**src/virq_pkg.sv**
```systemverilog
// Purpose: Shared constants for the vectored interrupt and wake controller.
// Assumes: APB slave with 32-bit data, one aligned word per register.
// Notes:   Offsets are byte addresses.
package virq_pkg;
    // ----------------
    // Sizes
    // ----------------
    localparam int unsigned NUM_LINES  = 32;
    localparam int unsigned PORT_PINS  = 8;

    // ----------------
    // Register offsets
    // ----------------
    localparam logic [11:0] OFS_ENABLE   = 12'h000;
    localparam logic [11:0] OFS_PENDING  = 12'h004;
    localparam logic [11:0] OFS_ACTIVE   = 12'h008;
    localparam logic [11:0] OFS_STATUS   = 12'h00c;
    localparam logic [11:0] OFS_WAKE_EN  = 12'h010;
    localparam logic [11:0] OFS_PIN_EDGE = 12'h014;
    localparam logic [11:0] OFS_PIN_FLAG = 12'h018;
    localparam logic [11:0] OFS_WDOG_CTL = 12'h01c;
    localparam logic [11:0] OFS_WDOG_LIM = 12'h020;
    localparam logic [11:0] OFS_I2C_EN   = 12'h024;
    localparam logic [11:0] OFS_PRIO     = 12'h040;
    localparam logic [11:0] OFS_SEL      = 12'h060;
    localparam logic [11:0] OFS_VECT     = 12'h100;

    // ----------------
    // Field positions and reset values
    // ----------------
    localparam int unsigned WCTL_EN_BIT    = 0;
    localparam int unsigned WCTL_RESET_BIT = 1;
    localparam int unsigned WCTL_BIG_BIT   = 2;
    localparam int unsigned CMP_EDGE_LSB   = 16;
    localparam logic [31:0] RST_VECT      = 32'h0000_0000;
    localparam logic [31:0] RST_WDOG_LIM  = 32'h0000_ffff;

    // Edge select codes for pins and comparator.
    localparam logic [1:0] EDGE_RISE = 2'h1;
    localparam logic [1:0] EDGE_FALL = 2'h2;
    localparam logic [1:0] EDGE_BOTH = 2'h3;

    // Power states.
    localparam logic [1:0] PWR_ACTIVE = 2'h0;
    localparam logic [1:0] PWR_SLEEP  = 2'h1;
    localparam logic [1:0] PWR_DEEP   = 2'h2;
    localparam logic [1:0] PWR_HIBER  = 2'h3;

    // Fixed source numbers on the selection bus.
    localparam logic [5:0] SRC_PORT0 = 6'h00;
    localparam logic [5:0] SRC_PORT1 = 6'h01;
    localparam logic [5:0] SRC_CMP   = 6'h02;
    localparam logic [5:0] SRC_WDOG  = 6'h03;
    localparam logic [5:0] SRC_I2C   = 6'h04;
    localparam int unsigned SRC_FABRIC = 32;

    // Core hand-shake state.
    typedef enum logic [1:0] {
        VIRQ_IDLE = 2'b01,
        VIRQ_REQ  = 2'b10
    } virq_hs_e;
endpackage

```
**src/virq_ctrl.sv**
```systemverilog
// Purpose: Vectored nested interrupt controller with always-on wake logic.
// Assumes: Inputs synchronous to clk_i; core acks are one-cycle pulses.
// Notes:   Source bus: 0-1 port pins, 2 comparator, 3 watchdog, 4 serial
//          block, 32-63 programmable digital block fabric.
// Notes on behaviour
// - Thirty-two request lines, each with a two-bit priority, zero to three.
// - Each line has its own programmable vector address.
// - Selected active line presents its vector with the request to the core.
// - Each line is individually enabled; masked lines never request.
// - Simultaneous requests are resolved by priority, one winner forwarded.
// - Strictly higher priority pending preempts a running routine, nesting.
// - Wake logic stays running in Sleep, Deep Sleep and Hibernate.
// - Wake trigger asks power management to restore controller and core.
// - All sources reach the controller; only wake-capable ones reach wake logic.
// - Lines zero and one are port-pin lines, also routed to wake logic.
// - Each line's source is selectable from the routed source bus.
// - Programmable digital block signals can raise interrupts via routing.
// - Eight pins per port interrupt, sharing one vector; software finds pin.
// - Pin trigger is rising, falling or both edges.
// - Pin interrupt wakes from Sleep, Deep Sleep and Hibernate.
// - Comparator edge interrupt, configurable edges, wakes from all low states.
// - Watchdog resets or interrupts; one 16-bit or two 16 plus one 32-bit.
// - Two-wire serial block events raise an interrupt.
//
// Implementation choices: register access over APB and the register addresses.
module virq_ctrl (
    input  wire logic        clk_i,
    input  wire logic        rst_b_i,
    input  wire logic        psel_i,
    input  wire logic        penable_i,
    input  wire logic        pwrite_i,
    input  wire logic [11:0] paddr_i,
    input  wire logic [31:0] pwdata_i,
    output logic      [31:0] prdata_o,
    output logic             pready_o,
    output logic             pslverr_o,
    input  wire logic [7:0]  port0_pins_i,
    input  wire logic [7:0]  port1_pins_i,
    input  wire logic        cmp_out_i,
    input  wire logic [10:0] i2c_events_i,
    input  wire logic [31:0] fabric_src_i,
    input  wire logic [1:0]  power_state_i,
    output logic             irq_req_o,
    output logic      [31:0] irq_vector_o,
    output logic      [4:0]  irq_line_o,
    input  wire logic        ack_enter_i,
    input  wire logic        ack_exit_i,
    output logic             wake_req_o,
    output logic             wdog_reset_o
);
    // ----------------
    // Register storage
    // ----------------
    logic [31:0] enable_q;
    logic [31:0] wake_en_q;
    logic [31:0] pin_edge_q;
    logic [31:0] wdog_ctl_q;
    logic [31:0] wdog_lim_q;
    logic [10:0] i2c_en_q;
    logic [1:0]  prio_q  [virq_pkg::NUM_LINES];
    logic [5:0]  sel_q   [virq_pkg::NUM_LINES];
    logic [31:0] vect_q  [virq_pkg::NUM_LINES];
    logic [31:0] pending_q;
    logic [31:0] active_q;
    logic [15:0] pin_flag_q;
    logic [7:0]  p0_prev_q;
    logic [7:0]  p1_prev_q;
    logic        cmp_prev_q;
    logic [15:0] wdog_a_q;
    logic [15:0] wdog_b_q;
    logic [31:0] wdog_c_q;
    logic        wdog_hit_q;
    virq_pkg::virq_hs_e hs_q;
    logic        wr_en;
    logic [63:0] src_bus;
    logic [31:0] line_lvl;
    logic [31:0] line_prev_q;
    logic [15:0] pin_hit;
    logic        cmp_hit;

    assign wr_en = psel_i & penable_i & pwrite_i;
    // Edge detector shared by pins and comparator.
    function automatic logic edge_hit(input logic [1:0] mode, input logic prev,
                                      input logic cur);
        edge_hit = ((mode == virq_pkg::EDGE_RISE || mode == virq_pkg::EDGE_BOTH)
                    && !prev && cur)
                 || ((mode == virq_pkg::EDGE_FALL || mode == virq_pkg::EDGE_BOTH)
                    && prev && !cur);
    endfunction
    // Table offset decode, used by reads and writes alike.
    function automatic logic in_table(input logic [11:0] a, input logic [11:0] base,
                                      input int unsigned n);
        in_table = (a >= base) && (a < base + 12'(n * 4));
    endfunction
    // ----------------
    // Peripheral sources
    // ----------------
    // Pin edges; all pins of a port fold onto the port's one line.
    for (genvar p = 0; p < virq_pkg::PORT_PINS; p++) begin : g_pins
        assign pin_hit[p] = edge_hit(pin_edge_q[2*p +: 2], p0_prev_q[p],
                                     port0_pins_i[p]);
        assign pin_hit[p+8] = edge_hit(pin_edge_q[2*p+16 +: 2], p1_prev_q[p],
                                       port1_pins_i[p]);
    end
    assign cmp_hit = edge_hit(wdog_ctl_q[virq_pkg::CMP_EDGE_LSB +: 2], cmp_prev_q,
                              cmp_out_i);
    // Per-pin sticky flags let software find which pin fired; write one clears.
    always_ff @(posedge clk_i or negedge rst_b_i) begin
        if (!rst_b_i) begin
            pin_flag_q <= 16'h0000;
            p0_prev_q  <= 8'h00;
            p1_prev_q  <= 8'h00;
            cmp_prev_q <= 1'b0;
        end else begin
            p0_prev_q  <= port0_pins_i;
            p1_prev_q  <= port1_pins_i;
            cmp_prev_q <= cmp_out_i;
            // Set wins over clear so no edge is lost.
            if (wr_en && paddr_i == virq_pkg::OFS_PIN_FLAG) begin
                pin_flag_q <= (pin_flag_q & ~pwdata_i[15:0]) | pin_hit;
            end else begin
                pin_flag_q <= pin_flag_q | pin_hit;
            end
        end
    end
    // Watchdog counters; the small build uses only counter A.
    logic wdog_tick;
    assign wdog_tick = wdog_ctl_q[virq_pkg::WCTL_BIG_BIT]
                     ? (wdog_c_q == wdog_lim_q)
                     : (wdog_a_q == wdog_lim_q[15:0]);
    always_ff @(posedge clk_i or negedge rst_b_i) begin
        if (!rst_b_i) begin
            wdog_a_q     <= 16'h0000;
            wdog_b_q     <= 16'h0000;
            wdog_c_q     <= 32'h0000_0000;
            wdog_hit_q   <= 1'b0;
            wdog_reset_o <= 1'b0;
        end else if (!wdog_ctl_q[virq_pkg::WCTL_EN_BIT]) begin
            wdog_a_q     <= 16'h0000;
            wdog_b_q     <= 16'h0000;
            wdog_c_q     <= 32'h0000_0000;
            wdog_hit_q   <= 1'b0;
            wdog_reset_o <= 1'b0;
        end else begin
            wdog_a_q   <= wdog_tick ? 16'h0000 : wdog_a_q + 16'h0001;
            // Counters B and C cascade from A in the large build.
            if (wdog_a_q == 16'hffff) begin
                wdog_b_q <= wdog_b_q + 16'h0001;
            end
            if (wdog_ctl_q[virq_pkg::WCTL_BIG_BIT] && wdog_b_q == 16'hffff
                && wdog_a_q == 16'hffff) begin
                wdog_c_q <= wdog_tick ? 32'h0000_0000 : wdog_c_q + 32'h0000_0001;
            end
            wdog_hit_q   <= wdog_tick & ~wdog_ctl_q[virq_pkg::WCTL_RESET_BIT];
            wdog_reset_o <= wdog_tick & wdog_ctl_q[virq_pkg::WCTL_RESET_BIT];
        end
    end
    // Source bus: fixed peripherals low, fabric signals high.
    always_comb begin
        src_bus = 64'h0;
        src_bus[virq_pkg::SRC_PORT0] = |pin_flag_q[7:0];
        src_bus[virq_pkg::SRC_PORT1] = |pin_flag_q[15:8];
        src_bus[virq_pkg::SRC_CMP]   = cmp_hit;
        src_bus[virq_pkg::SRC_WDOG]  = wdog_hit_q;
        src_bus[virq_pkg::SRC_I2C]   = |(i2c_events_i & i2c_en_q);
        src_bus[63:virq_pkg::SRC_FABRIC] = fabric_src_i;
    end
    // ----------------
    // Line selection, pending and arbitration
    // ----------------
    for (genvar l = 0; l < virq_pkg::NUM_LINES; l++) begin : g_lines
        assign line_lvl[l] = src_bus[sel_q[l]];
    end
    // Winner search: lowest priority number wins, lowest line breaks ties.
    logic [4:0] win_line;
    logic [1:0] win_prio;
    logic       win_ok;
    logic [2:0] run_prio;
    logic [31:0] cand;
    assign cand = pending_q & enable_q;
    always_comb begin
        win_line = 5'h00;
        win_prio = 2'h3;
        win_ok   = 1'b0;
        for (int i = virq_pkg::NUM_LINES - 1; i >= 0; i--) begin
            if (cand[i] && (!win_ok || prio_q[i] <= win_prio)) begin
                win_ok   = 1'b1;
                win_line = 5'(i);
                win_prio = prio_q[i];
            end
        end
        // Running level is the best priority among active routines; 4 means none.
        run_prio = 3'h4;
        for (int i = 0; i < virq_pkg::NUM_LINES; i++) begin
            if (active_q[i] && {1'b0, prio_q[i]} < run_prio) begin
                run_prio = {1'b0, prio_q[i]};
            end
        end
    end
    logic take;
    assign take = win_ok && ({1'b0, win_prio} < run_prio);
    // Pending: set on a rising level, cleared on entry ack; set wins.
    always_ff @(posedge clk_i or negedge rst_b_i) begin
        if (!rst_b_i) begin
            line_prev_q <= 32'h0;
            pending_q   <= 32'h0;
        end else begin
            line_prev_q <= line_lvl;
            for (int i = 0; i < virq_pkg::NUM_LINES; i++) begin
                if (line_lvl[i] && !line_prev_q[i]) begin
                    pending_q[i] <= 1'b1;
                end else if (ack_enter_i && hs_q == virq_pkg::VIRQ_REQ
                             && irq_line_o == 5'(i)) begin
                    pending_q[i] <= 1'b0;
                end
            end
        end
    end
    // Core hand-shake: request with vector until entry ack, exit ack retires.
    always_ff @(posedge clk_i or negedge rst_b_i) begin
        if (!rst_b_i) begin
            hs_q         <= virq_pkg::VIRQ_IDLE;
            irq_req_o    <= 1'b0;
            irq_vector_o <= virq_pkg::RST_VECT;
            irq_line_o   <= 5'h00;
        end else begin
            case (hs_q)
                virq_pkg::VIRQ_IDLE: begin
                    if (take) begin
                        hs_q         <= virq_pkg::VIRQ_REQ;
                        irq_req_o    <= 1'b1;
                        irq_vector_o <= vect_q[win_line];
                        irq_line_o   <= win_line;
                    end
                end
                virq_pkg::VIRQ_REQ: begin
                    if (ack_enter_i) begin
                        hs_q      <= virq_pkg::VIRQ_IDLE;
                        irq_req_o <= 1'b0;
                    end else if (take) begin
                        // A better winner may replace an unanswered request.
                        irq_vector_o <= vect_q[win_line];
                        irq_line_o   <= win_line;
                    end
                end
                default: begin
                    hs_q      <= virq_pkg::VIRQ_IDLE;
                    irq_req_o <= 1'b0;
                end
            endcase
        end
    end
    // Active stack: entry ack pushes, exit ack retires the best-priority one.
    logic [4:0] top_line;
    always_comb begin
        top_line = 5'h00;
        for (int i = virq_pkg::NUM_LINES - 1; i >= 0; i--) begin
            if (active_q[i] && {1'b0, prio_q[i]} == run_prio) begin
                top_line = 5'(i);
            end
        end
    end
    always_ff @(posedge clk_i or negedge rst_b_i) begin
        if (!rst_b_i) begin
            active_q <= 32'h0;
        end else begin
            if (ack_exit_i && run_prio != 3'h4) begin
                active_q[top_line] <= 1'b0;
            end
            if (ack_enter_i && hs_q == virq_pkg::VIRQ_REQ) begin
                active_q[irq_line_o] <= 1'b1;
            end
        end
    end
    // ----------------
    // Always-on wake logic
    // ----------------
    // Only wake-capable sources feed it; watchdog drops out in Hibernate.
    logic wake_hit;
    always_comb begin
        wake_hit = (|pin_hit & wake_en_q[0])
                 | (cmp_hit & wake_en_q[1])
                 | (wdog_hit_q & wake_en_q[2]
                    & (power_state_i != virq_pkg::PWR_HIBER));
    end
    always_ff @(posedge clk_i or negedge rst_b_i) begin
        if (!rst_b_i) begin
            wake_req_o <= 1'b0;
        end else if (power_state_i == virq_pkg::PWR_ACTIVE) begin
            wake_req_o <= 1'b0;
        end else if (wake_hit) begin
            wake_req_o <= 1'b1;
        end
    end
    // ----------------
    // APB register writes
    // ----------------
    always_ff @(posedge clk_i or negedge rst_b_i) begin
        if (!rst_b_i) begin
            enable_q   <= 32'h0;
            wake_en_q  <= 32'h0;
            pin_edge_q <= 32'h0;
            wdog_ctl_q <= 32'h0;
            wdog_lim_q <= virq_pkg::RST_WDOG_LIM;
            i2c_en_q   <= 11'h000;
            for (int i = 0; i < virq_pkg::NUM_LINES; i++) begin
                prio_q[i] <= 2'h0;
                sel_q[i]  <= 6'(i + virq_pkg::SRC_FABRIC);
                vect_q[i] <= virq_pkg::RST_VECT;
            end
            // Lines zero and one default to the two port-pin sources.
            sel_q[0] <= virq_pkg::SRC_PORT0;
            sel_q[1] <= virq_pkg::SRC_PORT1;
        end else if (wr_en) begin
            if (paddr_i == virq_pkg::OFS_ENABLE) begin
                enable_q <= pwdata_i;
            end else if (paddr_i == virq_pkg::OFS_WAKE_EN) begin
                wake_en_q <= pwdata_i;
            end else if (paddr_i == virq_pkg::OFS_PIN_EDGE) begin
                pin_edge_q <= pwdata_i;
            end else if (paddr_i == virq_pkg::OFS_WDOG_CTL) begin
                wdog_ctl_q <= pwdata_i;
            end else if (paddr_i == virq_pkg::OFS_WDOG_LIM) begin
                wdog_lim_q <= pwdata_i;
            end else if (paddr_i == virq_pkg::OFS_I2C_EN) begin
                i2c_en_q <= pwdata_i[10:0];
            end else if (in_table(paddr_i, virq_pkg::OFS_PRIO, 8)) begin
                // Four lines per word, two bits each at the bottom of every byte lane.
                for (int k = 0; k < 4; k++) begin
                    prio_q[{paddr_i[4:2], 2'(k)}] <= pwdata_i[8*k +: 2];
                end
            end else if (in_table(paddr_i, virq_pkg::OFS_SEL, 8)) begin
                for (int k = 0; k < 4; k++) begin
                    sel_q[{paddr_i[4:2], 2'(k)}] <= pwdata_i[8*k +: 6];
                end
            end else if (in_table(paddr_i, virq_pkg::OFS_VECT, 32)) begin
                vect_q[paddr_i[6:2]] <= pwdata_i;
            end
        end
    end
    // ----------------
    // APB reads: zero wait states, registered data.
    // ----------------
    logic        bad_addr;
    logic [31:0] rd_val;
    always_comb begin
        rd_val   = 32'h0;
        bad_addr = 1'b0;
        if (paddr_i == virq_pkg::OFS_ENABLE) begin
            rd_val = enable_q;
        end else if (paddr_i == virq_pkg::OFS_PENDING) begin
            rd_val = pending_q;
        end else if (paddr_i == virq_pkg::OFS_ACTIVE) begin
            rd_val = active_q;
        end else if (paddr_i == virq_pkg::OFS_STATUS) begin
            rd_val = {21'h0, run_prio, wake_req_o, irq_req_o, 1'b0, irq_line_o};
        end else if (paddr_i == virq_pkg::OFS_WAKE_EN) begin
            rd_val = wake_en_q;
        end else if (paddr_i == virq_pkg::OFS_PIN_EDGE) begin
            rd_val = pin_edge_q;
        end else if (paddr_i == virq_pkg::OFS_PIN_FLAG) begin
            rd_val = {16'h0, pin_flag_q};
        end else if (paddr_i == virq_pkg::OFS_WDOG_CTL) begin
            rd_val = wdog_ctl_q;
        end else if (paddr_i == virq_pkg::OFS_WDOG_LIM) begin
            rd_val = wdog_lim_q;
        end else if (paddr_i == virq_pkg::OFS_I2C_EN) begin
            rd_val = {21'h0, i2c_en_q};
        end else if (in_table(paddr_i, virq_pkg::OFS_PRIO, 8)) begin
            for (int k = 0; k < 4; k++) begin
                rd_val[8*k +: 2] = prio_q[{paddr_i[4:2], 2'(k)}];
            end
        end else if (in_table(paddr_i, virq_pkg::OFS_SEL, 8)) begin
            for (int k = 0; k < 4; k++) begin
                rd_val[8*k +: 6] = sel_q[{paddr_i[4:2], 2'(k)}];
            end
        end else if (in_table(paddr_i, virq_pkg::OFS_VECT, 32)) begin
            rd_val = vect_q[paddr_i[6:2]];
        end else begin
            bad_addr = 1'b1;
        end
    end
    // Ready rises one cycle after setup, in the first access cycle, so data can be registered.
    always_ff @(posedge clk_i or negedge rst_b_i) begin
        if (!rst_b_i) begin
            pready_o  <= 1'b0;
            pslverr_o <= 1'b0;
            prdata_o  <= 32'h0;
        end else begin
            pready_o  <= psel_i & ~penable_i;
            pslverr_o <= psel_i & ~penable_i & bad_addr;
            prdata_o  <= (psel_i & ~penable_i & ~pwrite_i) ? rd_val : 32'h0;
        end
    end
endmodule

```
**config.mk**
```make
export PLATFORM = sky130hd
export DESIGN_NAME = virq_ctrl
export DESIGN_NICKNAME = d
export VERILOG_FILES = /design/src/virq_pkg.sv /design/src/virq_ctrl.sv
export SDC_FILE = /design/constraint.sdc
export NUM_CORES = 2
export LEC_CHECK = 0
export BUFFER_PORTS_ARGS = -buffer_cell sky130_fd_sc_hd__buf_2
export CAP_MARGIN = 20
export CORE_MARGIN = 1
export CORE_UTILIZATION = 41
export CTS_CLUSTER_DIAMETER = 40
export DETAILED_ROUTE_END_ITERATION = 10
export GPL_ROUTABILITY_DRIVEN = 0
export GPL_TIMING_DRIVEN = 1
export PLACE_DENSITY = 0.54
export SETUP_SLACK_MARGIN = 0.5
export SYNTH_ARGS = -nofsm -noshare
export SYNTH_HDL_FRONTEND = slang
export SYNTH_SLANG_ARGS = --single-unit
```
**constraint.sdc**
```tcl
create_clock -name clk_i -period 46 [get_ports clk_i]
set_input_delay 9.2 -clock clk_i [delete_from_list [all_inputs] [get_ports clk_i]]
set_output_delay 9.2 -clock clk_i [all_outputs]
set_load 0.01 [all_outputs]
```
Word level (Yosys, flattened, before mapping):

Cells that the tools add are included.

* latch bits: 0
* ROM bits: 0
* memories kept: 0
* register bits after elaboration: 1721
* logic and storage cells: 1337
* memory bits (writable): 0

* shift-type cells: 0
* multipliers: 0
* reduce and logical (&&, ||, !) cells: 473
* $add $sub $neg: 3
* bitwise gates (word level): 39
* equal/unequal tests: 136
* order comparisons: 116
* divide/modulo/power cells: 0
* multiplexer cells: 417

Operators by type and width (count)
* $bwmux W1024: 1
* $bwmux W192: 4
* $mux W32: 24
* $mux W5: 66
* $bmux W32 S5: 2
* $bwmux W64: 4
* $logic_and A1 B1 Y1: 242
* $lt A6 B7 Y1 const B: 32
* $bmux W1 S6: 32
* $demux W32 S5: 1
* $mux W1: 150
* $bmux W6 S5: 4
* $demux W6 S5: 4
* $mux W6: 20
* $mux W2: 54
* $logic_not A1 Y1: 97
* $eq A2 B3 Y1: 32
* $lt A2 B3 Y1: 32
* $mux W3: 32
* $logic_or A1 B1 Y1: 82
* $eq A5 B5 Y1 const B: 16
* $mux W16: 5
* $eq A2 B2 Y1 const B: 35
* $reduce_bool A2 Y1: 34
* 60 further kinds: 179

Longest topological paths before layout:

* word-level depth: 137
* depth in mapped cells: 232

Least setup slack after synthesis:

OpenSTA, ideal clock, no wires.

* path kind: register to register
* start: reg active_q[0]
* end: reg active_q[19]
* stages on the path, launching flop included: 222
* required time: 45856 ps
* clock period less this slack: 36646 ps
* path buffers: 4
* path slack: 9354 ps
* arrival: 36502 ps
* path through: dfrtp_1 clkbuf_1 nand2_1 ha_1 inv_1 o21a_1 o211ai_1 o21ai_0 ha_1 nor2_1 o21ai_0 o221ai_1 a41o_1 and4_1 nor2_1 ha_1 or2_2 nand2_1 [186 not listed] a21o_1 ha_1 o21ai_0 and2_1 o21a_1 buf_4 buf_4 mux2i_1 nor2_1 a311oi_1 a31oi_1 or3_1 a21oi_2 nor4_1 o31a_1 o41ai_2 buf_2 a31oi_1

* longest elaborated chain between the ends: 137

Ends and longest elaborated chain
* start, declared: line virq_ctrl.sv:64 `logic [31:0] active_q;`
* start signal, assigned: line virq_ctrl.sv:265 `active_q <= 32'h0;`
* start signal, assigned by index: line virq_ctrl.sv:268 `active_q[top_line] <= 1'b0;`
* start signal, assigned by index: line virq_ctrl.sv:271 `active_q[irq_line_o] <= 1'b1;`
* $mux W3: line virq_ctrl.sv:195 `if (active_q[i] && {1'b0, prio_q[i]} < run_prio) begin`
* $lt A2 B3 Y1: line virq_ctrl.sv:195
* $logic_and A1 B1 Y1: line virq_ctrl.sv:195
* $mux W3: line virq_ctrl.sv:195
* $lt A2 B3 Y1: line virq_ctrl.sv:195
* $logic_and A1 B1 Y1: line virq_ctrl.sv:195
* $mux W3: line virq_ctrl.sv:195
* $lt A2 B3 Y1: line virq_ctrl.sv:195
* [121 not listed]
* $logic_and A1 B1 Y1 (implied by the code): line virq_ctrl.sv:268
* $mux W1 (implied by the code): line virq_ctrl.sv:268
* $demux W1 S5: line virq_ctrl.sv:268
* $not A32 Y32 (no source line)
* $and A32 B32 Y32 (no source line)
* $mux W32 *: line virq_ctrl.sv:267 `if (ack_exit_i && run_prio != 3'h4) begin`
* $or A32 B32 Y32 (no source line)
* $mux W32 *: line virq_ctrl.sv:270 `if (ack_enter_i && hs_q == virq_pkg::VIRQ_REQ) begin`

Every way passes the cells marked *; elsewhere a longest branch is shown, timed or not.
A chain may end at the register's enable or synchronous reset.

Worst setup path after layout:

* start: reg active_q[0]
* end: reg active_q[1]

The elaborated chain is that of the path after synthesis.

==> results.toml <==
[route]
drtIter0Drc = 9261
route.detailed.wl_per_inst_um = 34.0
first_pass_iters = 7
vias = 79270
highest_layer = "met5"
m1WireLength_um = 164000
drcViolationCount = 0
wl_met3_um = 36800
ant_nets = 0
wl_met2_um = 182000
via_per_inst = 6.66
drt-total-wl_um = 405000

[floorplanning]
core_um2 = 255000
die_x_um = 509
die_y_um = 509
start_util_pct = 41.3
ioPinCount = 187
fp-row-count = 185
die-area_um2 = 259000

[power]
p_leak_uw = 0.0509
power_density_nw_per_um2 = 38.0
ir_drop_v = 0.0000381
p_total_uw = 4600

[finish]
regArea_um2 = 43200
drive_gt1_share_pct = 41.6
final_cell_mix = "dfrtp_1 (1,591), mux2_2 (1,533), mux4_2 (795)"
top_register = "vect_q"
biggestRegsByFlops = "vect_q (1024), sel_q (192), prio_q (64)"
nets = 8483
final_common_cell = "dfrtp_1"
multi_input_area_um2 = 58800
largest_reg_flops = 1024
fillCellCount = 22536
syn2layout_area_growth_pct = 14.8
instances_no_fill = 11903

[yosys]
syn_inst = 8377
avgSynthCellArea_um2 = 12.6
synth-edff-count = 0
synth_nets = 8586
ys_seq_elements = 1720
yosys.area.top_type = "dfrtp_1"
netlist_area_um2 = 105000
synth-warning-count = 0
synth_top_flop_cell = "dfrtp_1"
synth.area.top_cells = "dfrtp_1 (38%), mux4_2 (17%), mux2_2 (16%), mux2i_1 (5.9%), dfstp_2 (3.2%)"
async_reset_ff_share_pct = 100
ys_seq_area_share_pct = 41.0
synth_top_area_share_pct = 37.8
ys_types = 96

[grt]
antenna_found_initial = 34
grt_pass1_vias = 79511
grt_max_degree = 153
grt-ovfl-total = 0
grt_pass1_wl_um = 581000
grtUsageTotal_pct = 30.9

[status]
violations = "capacitance limit, slew limit"
status = "finished with violations"

[place]
dp.cells = 11289
dp_hpwl_um = 246000
numPortBuffers = 186

[sta]
fmax_ghz = 0.0234
skew_ns = 0.0812
drv_slew = 4
rsz0062_at_grt = "no"
layout_min_cycle_time_ns = 42.71
hold_violations = 0
worst_pin_slew_ns = 2.34
tns_ns = 0
setup_viol = 0
relSlewSlack_pct = -57.7
fin_crit_sh_pct = 92.8

[clock_tree]
clock-sinks = 1720
clk-insertion-delay-late_ns = 0.96
cts_tree = "built"
cts_root_buf = "clkbuf_16"
cts_max_level = 5
cts_buffers = 331
hold_buffers = 0
clk_pin_slew_ns = 0.05
cts_buffer_depth = 4

[worst_setup_path]
crit_top_cell = "ha_1"
path_class = "reg2reg"
cp_max_fo = 27
critPathCaptureType = "flip-flop"
cp-start-kind = "flip-flop"
slowest_delay_ns = 0.53
cp_data_required_time_ns = 46.76
crit_arrival_ns = 43.47
worst_path_max_delay_cell = "dfrtp_2"

[run]
maxCapViolCount = 1

[hold_path]
hp-class = "reg2reg"
final timing paths:
| check | start | end | slack [ns] | depth (start not counted) |
|---|---|---|---|---|
| setup / recovery | active_q[0] | active_q[1] | 3.29 | 219 |
| hold / removal | line_prev_q[21] | pending_q[21] | 0.44 | 1 |
| setup reg to reg | active_q[0] | active_q[1] | 3.29 | 219 |
| hold reg to reg | line_prev_q[21] | pending_q[21] | 0.44 | 1 |
| max in group asynchronous | rst_b_i | vect_q[68] | 33.72 | 5 |
| min in group asynchronous | rst_b_i | vect_q[179] | 8.18 | 1 |
critical path, delay by kind of cell, from the launching register on:
family	cells	cell delay, ns
AOI/OAI and AO/OA	109	21.65
xor gates and xnor gates	1	0.27
adders and majority gates	30	7.91
buffers and inverters	14	1.33
DFF	1	0.53
muxes	5	1.25
and+or+nand+nor	60	9.51
synth_stat cells, types with 78 or more instances:
cell	count
dfstp_2	127
nor3_1	92
a211oi_1	80
inv_1	186
mux2_2	1533
a21oi_1	189
mux4_2	795
nand2_1	385
a21boi_0	78
dfrtp_1	1593
xnor2_1	86
nor2_1	317
buf_1	244
clkbuf_1	542
nand3_1	130
o21ai_0	209
mux2i_1	625
ha_1	96
routing by layer:
layer | up-vias | track usage [%]
met1 | 41837 | 41.6
met2 | 4394 | 47.1
met3 | 1055 | 6.69
met4 | 8 | 15.7
li1 | 31976 | -
met5 | - | 0.148
stage by stage:
stage	worst slack, ns	util (%)	cell area [um2]	hold slack [ns]
after CTS	2.86	47.3	120000	0.443
after global routing	0.482	47.5	121000	0.464
after floorplan	9.35	-	105000	0.399
after detailed placement	3.06	42.8	109000	0.428
after global placement	3.50	42.8	109000	0.408
final	3.29	47.5	121000	0.436
what timing repair did:
action	4_1_cts	5_1_grt
buffers inserted	0	6
endpoints found under the setup margin	0	72
gates resized for setup	0	46
final cells by class:
class                   instances  area share [%]
diodes                         12          0.0248
clock buffers                 402            7.55
clock inverters               182            1.84
inverters                     187           0.582
multi-input cells            5667            48.6
flip-flops and latches       1720            35.7
well taps                    3366            3.48
repair buffers                367            2.22
where the power goes:
part	internal, uW	switching [uW]	leakage [uW]
Clock	1630	853	0.00553
Combinational	183	360	0.0224
Sequential	1540	30.6	0.0230
Total	3350	1240	0.0509
cells by family after synthesis:
family	synth area share [%]
XOR/XNOR	1.09
multiplexers	39.3
adder cells (fa/ha/maj)	1.14
AND/OR/NAND/NOR	5.73
flip-flops	41.0
buffers and inverters	3.61
AO/OA/AOI/OAI	8.09
Power figures use the tool's default switching activity.
